## config.mk

```make
export PLATFORM = sky130hd
export DESIGN_NAME = ast_uart
export DESIGN_NICKNAME = d
export VERILOG_FILES = /design/src/ast_pkg.sv /design/src/ast_uart.sv
export VERILOG_INCLUDE_DIRS = /design/src
export SDC_FILE = /design/constraint.sdc
export NUM_CORES = 1
export LEC_CHECK = 0
export ABC_CLOCK_PERIOD_IN_PS = 6100
export BUFFER_PORTS_ARGS = -buffer_cell sky130_fd_sc_hd__buf_2
export CORE_ASPECT_RATIO = 0.6
export CORE_MARGIN = 2
export CORE_UTILIZATION = 55
export DETAILED_ROUTE_END_ITERATION = 6
export PLACE_DENSITY = 0.84
export SLEW_MARGIN = 20
export SYNTH_ARGS = -nofsm -noshare
export SYNTH_HDL_FRONTEND = slang
export SYNTH_SLANG_ARGS = --single-unit
```

## constraint.sdc

```tcl
create_clock -name clk -period 6.1 [get_ports clk]
set_input_delay 1.525 -clock clk [delete_from_list [all_inputs] [get_ports clk]]
set_output_delay 1.525 -clock clk [all_outputs]
set_load 0.1 [all_outputs]
```

## src/ast_map.svh

```systemverilog
// Purpose: Register offsets, reset values and timing constants of the serial transceiver.
// Assumes: Byte-wide register port at the printed offsets.
// Notes: Definitions only.
`ifndef AST_MAP_SVH
`define AST_MAP_SVH
// ==========================================
// Clock and bit rates
`define AST_CLK_HZ 125000000
`define AST_BAUD0 115200
`define AST_BAUD1 57600
`define AST_BAUD2 38400
`define AST_BAUD3 19200
`define AST_BAUD4 9600
`define AST_BAUD5 4800
`define AST_BAUD6 2400
`define AST_BAUD7 1200
`define AST_SMP_PER_BIT 3
`define AST_SMP_LAST 2'h2
// ==========================================
// Register offsets
`define AST_OFS_FLAG 8'h16
`define AST_OFS_CTRL 8'h33
`define AST_OFS_STAT 8'h34
`define AST_OFS_TXD 8'h35
`define AST_OFS_RXDL 8'h36
`define AST_OFS_RXDH 8'h37
// ==========================================
// Reset values
`define AST_CTRL_RST 8'h02
`define AST_STAT_RST 8'h00
`define AST_FLAG_RST 8'h00
`endif

```

## src/ast_pkg.sv

```systemverilog
// Purpose: Types shared by the serial transceiver.
// Assumes: Field order matches the register bit order, bit 7 first.
// Notes: Offsets and counts live in ast_map.svh.
package ast_pkg;
   // ==========================================
   // Register layouts
   typedef struct packed {
      logic inv;
      logic [1:0] fmt;
      logic [2:0] baud;
      logic tbe;
      logic tx_enable;
   } ast_ctrl_s;
   typedef struct packed {
      logic txd8;
      logic even;
      logic pen;
      logic perr;
      logic oerr;
      logic ferr;
      logic rbf;
      logic rx_enable;
   } ast_stat_s;
   typedef struct packed {
      logic [1:0] rsv_hi;
      logic rx_err;
      logic rx_done;
      logic tx_done;
      logic [2:0] rsv_lo;
   } ast_flag_s;
   // ==========================================
   // Frame sequencers
   typedef enum logic [2:0] {ST_IDLE, ST_START, ST_DATA, ST_PAR, ST_STOP} ast_frame_e;
endpackage : ast_pkg

```

## src/ast_uart.sv

```systemverilog
// Purpose: Full-duplex asynchronous serial transceiver with byte-wide register port.
// Assumes: Single 125 MHz clock, synchronous active-high reset.
// Notes: Three samples per bit; bit time is three baud ticks.
`timescale 1ns/1ps
`include "ast_map.svh"

module ast_uart
   import ast_pkg::*;
#(
   parameter int BAUD_DIV [8] = '{
      `AST_CLK_HZ / (`AST_SMP_PER_BIT * `AST_BAUD0),
      `AST_CLK_HZ / (`AST_SMP_PER_BIT * `AST_BAUD1),
      `AST_CLK_HZ / (`AST_SMP_PER_BIT * `AST_BAUD2),
      `AST_CLK_HZ / (`AST_SMP_PER_BIT * `AST_BAUD3),
      `AST_CLK_HZ / (`AST_SMP_PER_BIT * `AST_BAUD4),
      `AST_CLK_HZ / (`AST_SMP_PER_BIT * `AST_BAUD5),
      `AST_CLK_HZ / (`AST_SMP_PER_BIT * `AST_BAUD6),
      `AST_CLK_HZ / (`AST_SMP_PER_BIT * `AST_BAUD7)
   }
) (
   // Clock and reset
   input wire logic clk,
   input wire logic sys_rst,
   // Register port
   input wire logic [7:0] reg_addr,
   input wire logic [7:0] reg_wdata,
   input wire logic reg_wr,
   input wire logic reg_rd,
   output logic [7:0] reg_rdata,
   // Serial line
   input wire logic rx_pin,
   output logic tx_pin,
   // Event flags toward the interrupt controller
   output logic tx_done_flag,
   output logic rx_done_flag,
   output logic rx_error_flag,
   output logic rx_buf_full
);

   // ==========================================
   // Registers and nets
   ast_ctrl_s ctrl_ff;
   ast_stat_s stat_ff;
   ast_flag_s flag_ff;
   logic [7:0] rdata_ff;
   logic [15:0] div_cnt_ff;
   logic tick;
   logic [15:0] div_last;
   logic [8:0] tx_hold_ff;
   ast_frame_e tx_st_ff;
   logic [1:0] tx_ph_ff;
   logic [3:0] tx_cnt_ff;
   logic [3:0] tx_nb_ff;
   logic tx_pen_ff;
   logic tx_par_ff;
   logic [8:0] tx_sh_ff;
   logic tx_pin_ff;
   logic tx_load;
   logic tx_end;
   logic tx_bit_end;
   logic tx_line;
   logic [8:0] tx_mask;
   logic [3:0] cur_nb;
   logic cur_pen;
   logic rx_s1_ff;
   logic rx_s2_ff;
   logic rx_in;
   logic rx_prev_ff;
   ast_frame_e rx_st_ff;
   logic [1:0] rx_ph_ff;
   logic [1:0] rx_smp_ff;
   logic [3:0] rx_cnt_ff;
   logic [3:0] rx_nb_ff;
   logic rx_pen_ff;
   logic [8:0] rx_sh_ff;
   logic rx_par_ff;
   logic [8:0] rxd_ff;
   logic rx_maj;
   logic rx_bit_end;
   logic rx_end;
   logic rx_stop_bit;
   logic perr_ev;
   logic ferr_ev;
   logic oerr_ev;
   logic wr_ctrl;
   logic wr_stat;
   logic wr_txd;
   logic wr_flag;
   logic rd_rxdl;

   // ==========================================
   // Register decode
   assign wr_ctrl = reg_wr && (reg_addr == `AST_OFS_CTRL);
   assign wr_stat = reg_wr && (reg_addr == `AST_OFS_STAT);
   assign wr_txd = reg_wr && (reg_addr == `AST_OFS_TXD);
   assign wr_flag = reg_wr && (reg_addr == `AST_OFS_FLAG);
   assign rd_rxdl = reg_rd && (reg_addr == `AST_OFS_RXDL);

   // Format code to data bit count
   always_comb begin
      case (ctrl_ff.fmt)
         2'h2: cur_nb = 4'h8;
         2'h3: cur_nb = 4'h9;
         default: cur_nb = 4'h7;
      endcase
      cur_pen = stat_ff.pen && (ctrl_ff.fmt != 2'h3);
   end

   // ==========================================
   // Baud generator
   assign div_last = 16'(BAUD_DIV[ctrl_ff.baud] - 1);
   assign tick = (div_cnt_ff >= div_last);

   always_ff @(posedge clk) begin
      if (sys_rst || tick) begin
         div_cnt_ff <= 16'h0000;
      end else begin
         div_cnt_ff <= div_cnt_ff + 16'h0001;
      end
   end

   // ==========================================
   // Control register
   always_ff @(posedge clk) begin
      if (sys_rst) begin
         ctrl_ff <= ast_ctrl_s'(`AST_CTRL_RST);
      end else begin
         if (wr_ctrl) begin
            ctrl_ff.inv <= reg_wdata[7];
            ctrl_ff.fmt <= reg_wdata[6:5];
            ctrl_ff.baud <= reg_wdata[4:2];
            ctrl_ff.tx_enable <= reg_wdata[0];
         end
         // Write into the holding register wins over the engine taking it
         if (wr_txd) begin
            ctrl_ff.tbe <= 1'b0;
         end else if (tx_load) begin
            ctrl_ff.tbe <= 1'b1;
         end
      end
   end

   // ==========================================
   // Transmit holding register
   always_ff @(posedge clk) begin
      if (sys_rst) begin
         tx_hold_ff <= 9'h000;
      end else if (wr_txd) begin
         tx_hold_ff <= {stat_ff.txd8, reg_wdata};
      end
   end

   // ==========================================
   // Transmit sequencer
   assign tx_load = tick && (tx_st_ff == ST_IDLE) && ctrl_ff.tx_enable && !ctrl_ff.tbe;
   assign tx_bit_end = tick && (tx_ph_ff == `AST_SMP_LAST);
   assign tx_end = tx_bit_end && (tx_st_ff == ST_STOP);
   assign tx_mask = 9'(9'h1FF >> (4'h9 - cur_nb));

   always_ff @(posedge clk) begin
      if (sys_rst) begin
         tx_st_ff <= ST_IDLE;
         tx_ph_ff <= 2'h0;
         tx_cnt_ff <= 4'h0;
         tx_nb_ff <= 4'h0;
         tx_pen_ff <= 1'b0;
         tx_par_ff <= 1'b0;
         tx_sh_ff <= 9'h000;
      end else if (tx_load) begin
         tx_st_ff <= ST_START;
         tx_ph_ff <= 2'h0;
         tx_cnt_ff <= 4'h0;
         tx_nb_ff <= cur_nb;
         tx_pen_ff <= cur_pen;
         tx_sh_ff <= tx_hold_ff & tx_mask;
         // Even: total ones even; odd: total ones odd
         tx_par_ff <= (^(tx_hold_ff & tx_mask)) ^ ~stat_ff.even;
      end else if (tick && (tx_st_ff != ST_IDLE)) begin
         if (tx_ph_ff == `AST_SMP_LAST) begin
            tx_ph_ff <= 2'h0;
            case (tx_st_ff)
               ST_START: begin
                  tx_st_ff <= ST_DATA;
               end
               ST_DATA: begin
                  tx_sh_ff <= tx_sh_ff >> 1;
                  tx_cnt_ff <= tx_cnt_ff + 4'h1;
                  if (tx_cnt_ff == tx_nb_ff - 4'h1) begin
                     tx_st_ff <= tx_pen_ff ? ST_PAR : ST_STOP;
                  end
               end
               ST_PAR: begin
                  tx_st_ff <= ST_STOP;
               end
               ST_STOP: begin
                  tx_st_ff <= ST_IDLE;
               end
               default: begin
                  tx_st_ff <= ST_IDLE;
               end
            endcase
         end else begin
            tx_ph_ff <= tx_ph_ff + 2'h1;
         end
      end
   end

   // Line level per state
   always_comb begin
      case (tx_st_ff)
         ST_START: tx_line = 1'b0;
         ST_DATA: tx_line = tx_sh_ff[0];
         ST_PAR: tx_line = tx_par_ff;
         default: tx_line = 1'b1;
      endcase
   end

   always_ff @(posedge clk) begin
      if (sys_rst) begin
         tx_pin_ff <= 1'b1;
      end else begin
         tx_pin_ff <= tx_line ^ ctrl_ff.inv;
      end
   end

   assign tx_pin = tx_pin_ff;

   // ==========================================
   // Receive input synchroniser
   always_ff @(posedge clk) begin
      if (sys_rst) begin
         rx_s1_ff <= 1'b1;
         rx_s2_ff <= 1'b1;
      end else begin
         rx_s1_ff <= rx_pin;
         rx_s2_ff <= rx_s1_ff;
      end
   end

   assign rx_in = rx_s2_ff ^ ctrl_ff.inv;

   // Line level seen at the previous tick
   always_ff @(posedge clk) begin
      if (sys_rst) begin
         rx_prev_ff <= 1'b1;
      end else if (tick) begin
         rx_prev_ff <= rx_in;
      end
   end

   // ==========================================
   // Receive sequencer
   assign rx_maj = (rx_smp_ff[0] & rx_smp_ff[1]) | (rx_smp_ff[0] & rx_in) | (rx_smp_ff[1] & rx_in);
   assign rx_bit_end = tick && (rx_ph_ff == `AST_SMP_LAST);
   assign rx_end = rx_bit_end && (rx_st_ff == ST_STOP) && stat_ff.rx_enable;
   assign rx_stop_bit = rx_maj;

   always_ff @(posedge clk) begin
      if (sys_rst) begin
         rx_st_ff <= ST_IDLE;
         rx_ph_ff <= 2'h0;
         rx_smp_ff <= 2'h3;
         rx_cnt_ff <= 4'h0;
         rx_nb_ff <= 4'h0;
         rx_pen_ff <= 1'b0;
         rx_sh_ff <= 9'h000;
         rx_par_ff <= 1'b0;
      end else if (!stat_ff.rx_enable) begin
         rx_st_ff <= ST_IDLE;
         rx_ph_ff <= 2'h0;
      end else if (tick) begin
         if (rx_st_ff == ST_IDLE) begin
            // Falling edge between ticks starts the start-bit vote
            if (rx_prev_ff && !rx_in) begin
               rx_st_ff <= ST_START;
               rx_ph_ff <= 2'h1;
               rx_smp_ff <= {1'b1, rx_in};
               rx_cnt_ff <= 4'h0;
               rx_nb_ff <= cur_nb;
               rx_pen_ff <= cur_pen;
               rx_sh_ff <= 9'h000;
            end
         end else if (rx_ph_ff == 2'h0) begin
            rx_smp_ff[0] <= rx_in;
            rx_ph_ff <= 2'h1;
         end else if (rx_ph_ff == 2'h1) begin
            rx_smp_ff[1] <= rx_in;
            rx_ph_ff <= 2'h2;
         end else begin
            rx_ph_ff <= 2'h0;
            case (rx_st_ff)
               ST_START: begin
                  rx_st_ff <= rx_maj ? ST_IDLE : ST_DATA;
               end
               ST_DATA: begin
                  rx_sh_ff[rx_cnt_ff] <= rx_maj;
                  rx_cnt_ff <= rx_cnt_ff + 4'h1;
                  if (rx_cnt_ff == rx_nb_ff - 4'h1) begin
                     rx_st_ff <= rx_pen_ff ? ST_PAR : ST_STOP;
                  end
               end
               ST_PAR: begin
                  rx_par_ff <= rx_maj;
                  rx_st_ff <= ST_STOP;
               end
               ST_STOP: begin
                  rx_st_ff <= ST_IDLE;
               end
               default: begin
                  rx_st_ff <= ST_IDLE;
               end
            endcase
         end
      end
   end

   // ==========================================
   // Receive checks
   assign perr_ev = rx_pen_ff && ((^{rx_sh_ff, rx_par_ff}) != ~stat_ff.even);
   assign ferr_ev = !rx_stop_bit;
   assign oerr_ev = stat_ff.rbf;

   // Receive data register, second stage of the double buffer
   always_ff @(posedge clk) begin
      if (sys_rst) begin
         rxd_ff <= 9'h000;
      end else if (rx_end) begin
         rxd_ff <= rx_sh_ff;
      end
   end

   // ==========================================
   // Status register
   always_ff @(posedge clk) begin
      if (sys_rst) begin
         stat_ff <= ast_stat_s'(`AST_STAT_RST);
      end else begin
         if (wr_stat) begin
            stat_ff.txd8 <= reg_wdata[7];
            stat_ff.even <= reg_wdata[6];
            stat_ff.pen <= reg_wdata[5];
            stat_ff.rx_enable <= reg_wdata[0];
         end
         // Software clears error bits; a new error in the same cycle wins
         stat_ff.perr <= (wr_stat ? reg_wdata[4] : stat_ff.perr) | (rx_end && perr_ev);
         stat_ff.oerr <= (wr_stat ? reg_wdata[3] : stat_ff.oerr) | (rx_end && oerr_ev);
         stat_ff.ferr <= (wr_stat ? reg_wdata[2] : stat_ff.ferr) | (rx_end && ferr_ev);
         if (rx_end) begin
            stat_ff.rbf <= 1'b1;
         end else if (rd_rxdl) begin
            stat_ff.rbf <= 1'b0;
         end
      end
   end

   // ==========================================
   // Event flag register, write 0 to clear, set wins
   always_ff @(posedge clk) begin
      if (sys_rst) begin
         flag_ff <= ast_flag_s'(`AST_FLAG_RST);
      end else begin
         flag_ff.tx_done <= (flag_ff.tx_done & ~(wr_flag & ~reg_wdata[3])) | tx_end;
         flag_ff.rx_done <= (flag_ff.rx_done & ~(wr_flag & ~reg_wdata[4])) | rx_end;
         flag_ff.rx_err <= (flag_ff.rx_err & ~(wr_flag & ~reg_wdata[5]))
                           | (rx_end && (perr_ev || ferr_ev || oerr_ev
                              || stat_ff.perr || stat_ff.oerr || stat_ff.ferr));
      end
   end

   assign tx_done_flag = flag_ff.tx_done;
   assign rx_done_flag = flag_ff.rx_done;
   assign rx_error_flag = flag_ff.rx_err;
   assign rx_buf_full = stat_ff.rbf;

   // ==========================================
   // Read data, one cycle after the strobe
   always_ff @(posedge clk) begin
      if (sys_rst) begin
         rdata_ff <= 8'h00;
      end else if (reg_rd) begin
         case (reg_addr)
            `AST_OFS_FLAG: rdata_ff <= {2'h0, flag_ff.rx_err, flag_ff.rx_done, flag_ff.tx_done, 3'h0};
            `AST_OFS_CTRL: rdata_ff <= ctrl_ff;
            `AST_OFS_STAT: rdata_ff <= {1'b0, stat_ff[6:0]};
            `AST_OFS_RXDL: rdata_ff <= rxd_ff[7:0];
            `AST_OFS_RXDH: rdata_ff <= {rxd_ff[8], 7'h00};
            default: rdata_ff <= 8'h00;
         endcase
      end else begin
         rdata_ff <= 8'h00;
      end
   end

   assign reg_rdata = rdata_ff;

endmodule : ast_uart

```

==> results.cfg <==
[status]
outcome = completed

[placement]
io_buffers = 33
gp_congestion = 0.972
dpl.hpwl_um = 10400
post_dp_cell_area_um2 = 6000
placed_cells = 827
preCtsSetupSlack_ns = 2.30

[timing]
hold_viol = 0
timing.fmax_mhz = 283
finalSetupTns_ns = 0
setup_ws_ns = 2.57
min_period_ns = 3.53
fin_skew_ns = 0.00767
report.final.slew_viol_count = 0
fin_crit_sh_pct = 57.9
finalSetupViolations = 0
worstMarginPinSlew_ns = 1.10
rsz0062_at_grt = false
slew_headroom_pct = 26.0

[routing]
via_count = 5236
drt_iter0_drc = 685
viasPerCell = 6.10
drcViolationCount = 0
wl_per_cell_um = 17.8
firstDrtPassIters = 6
postRouteAntennaNets = 0
wl_um = 15300

[clock_network]
clk_pin_slew_ns = 0.05
clkSinkCount = 113
clockBufferDepth = 2
cts_setup_buffers = 0
ctsHtreeMaxLevel = 4
clock_tree.root_cell = clkbuf_16
cts_tree = done
cts_hold_buf = 0
clkLatencyLatePin_ns = 0.42
cts_buffers = 17
cts_resized = 0

[cells_and_area]
finalInstanceArea_um2 = 6670
fin_nets = 754
final_layout_size_suffix_gt1_share_pct = 12.4
final_util_pct = 63.8
fin_cells = 858
diodes = 0
areaGrowthSynthToFinish_pct = 14.5

[setup_path]
cp_max_fo = 26
path_class = reg2reg
cp-start-kind = register
critPathTopFamily = compound AO/OA/AOI/OAI gates
worstPathRequired_ns = 6.44
cpMostUsedCell = a21oi_1
critical_path.slowest_cell = dfxtp_1
crit_arrival_ns = 3.87
slowest_delay_ns = 0.67
end_kind = register
crit_chain = and2_1 > o21a_1 > inv_1 > ha_1 > nand2_1 > o21ai_0 > a21oi_1 > nand2_2 > o21ai_4 > nand2b_1 > a21oi_1
crit_buf_inv = 1

[logic_synthesis]
ys_seq_area_share_pct = 38.8
synth-async-reset-ratio_pct = 0
syn_avg_cell_area_um2 = 8.42
syn_nets = 739
synthFlopType = dfxtp_1
synth_cell_types = 66
synth_area_um2 = 5820
synth_warnings = 0
synthCells = 692
synth_edf_count = 0
synth-seq-cells = 113

[global_route]
grt_pass1_wl_um = 24200
grt_use_total_pct = 27.4
globalRoute.totalOverflow = 0
grt_max_degree = 65
antenna_found_initial = 0
grt_pass1_vias = 4812

[min_path]
hold_class = reg2reg

[power]
pwr-share-clk_pct = 58.2
p_int_mw = 1.50
leakagePower_nw = 2.52
netSwitchingPower_mw = 0.377
p_comb_share_pct = 2.2
netSwitchingFraction_pct = 20.1
power_frac_seq_pct = 39.6
power_density_nw_per_um2 = 282
vdd_drop_max_v = 0.000228

[floorplan]
fp.coreArea_um2 = 10500
die_area_um2 = 11500
die_width_um = 137
die_h_um = 83.7
io_pins = 34
rows = 29
start_util_pct = 55.7

[run]
cap_violations = 0
[through the flow]
stage | hold slack [ns] | power [mW]
floorplan | 0.389 | 0.783
global placement | 0.400 | 0.797
detailed placement | 0.408 | 0.799
CTS | 0.419 | 1.88
global route | 0.435 | 1.92
finish | 0.415 | 1.88
[power by group through the flow]
stage / Clock, mW / Combinational, mW / Sequential [mW]
floorplan: 0 / 0.0242 / 0.759
global placement: 0 / 0.0377 / 0.760
detailed placement: 0 / 0.0396 / 0.760
CTS: 1.10 / 0.0405 / 0.744
global route: 1.13 / 0.0445 / 0.744
finish: 1.09 / 0.0412 / 0.744
[cell type report]
type,instances,area [um^2]
repair buffers,35,180
inverters,19,71.3
flip-flops and latches,113,2260
multi-input cells,521,3330
well taps,139,174
clock buffers,23,508
clock inverters,8,149
fillers,831,3780
[cells by family after synthesis]
family          Yosys count  synth area share [%]
fa+ha+maj                27                  5.76
buf+inv                  58                  4.34
simple gates            277                  23.3
compound gates          137                  14.8
flops                   113                  38.8
mux                      31                  5.37
xor+xnor                 49                  7.63
[state kept, by name, summed over array words and instances (netlist names), 4 cells and up]
| signal | count |
|---|---|
| div_cnt_ff | 16 |
| tx_sh_ff | 9 |
| reg_rdata | 8 |
| stat_ff | 7 |
| rx_sh_ff | 9 |
| rxd_ff | 9 |
| tx_cnt_ff | 4 |
| ctrl_ff | 8 |
| tx_hold_ff | 9 |
| rx_cnt_ff | 4 |
[synthesized netlist by cell type (5+ instances only)]
cell type / count / area, um^2
a311oi_1: 9 / 78.8
or3_1: 6 / 37.5
a31oi_1: 6 / 37.5
xor2_1: 18 / 158
nor2b_1: 6 / 37.5
clkbuf_1: 27 / 101
nand3_1: 27 / 135
inv_1: 19 / 71.3
or2_2: 6 / 37.5
a211oi_1: 5 / 37.5
dfxtp_1: 113 / 2260
nand2b_1: 16 / 100
o21ai_0: 26 / 130
o2bb2ai_1: 8 / 70.1
xnor2_1: 30 / 263
mux2i_1: 29 / 290
a222oi_1: 5 / 50.1
nand2_1: 76 / 285
and3_1: 6 / 37.5
buf_2: 6 / 30.0
ha_1: 26 / 325
nor2_1: 88 / 330
a21oi_1: 55 / 275
nor3_1: 13 / 65.1
[path summary, 6_finish.rpt]
check                           cells past startpoint        from  slack (ns)           to
worst min register to register                      1    rx_s1_ff        0.42     rx_s2_ff
worst max register to register                     11  ctrl_ff[4]        2.57  tx_ph_ff[0]
worst min-delay path                                1    rx_s1_ff        0.42     rx_s2_ff
worst max-delay path                               11  ctrl_ff[4]        2.57  tx_ph_ff[0]
[routing by layer]
layer  wire, um  track usage [%]
met5          0                0
met4        217             8.43
met3       1490             6.62
met2       6590             40.6
met1       7010             39.3
[layout by cell type, fill, tap and decap left out, types with 16 or more instances in the layout]
cell       netlist  final
dfxtp_1        113    113
nor2_1          88     88
nand2_1         76     76
a21oi_1         55     55
buf_2            6     33
xnor2_1         30     30
mux2i_1         29     29
nand3_1         27     27
o21ai_0         26     26
ha_1            26     26
inv_1           19     19
xor2_1          18     18
clkbuf_16        0     17
nand2b_1        16     16
[worst reg2reg max path, delay by kind of cell, from the launching register on]
kind	cells	cell delay, ns
AO/OA/AOI/OAI	5	1.45
adder cells (fa/ha/maj)	1	0.30
buffers and inverters	1	0.08
flip-flops	1	0.67
AND/OR/NAND/NOR	4	0.96
No activity file was read; power rests on OpenSTA's default activity.
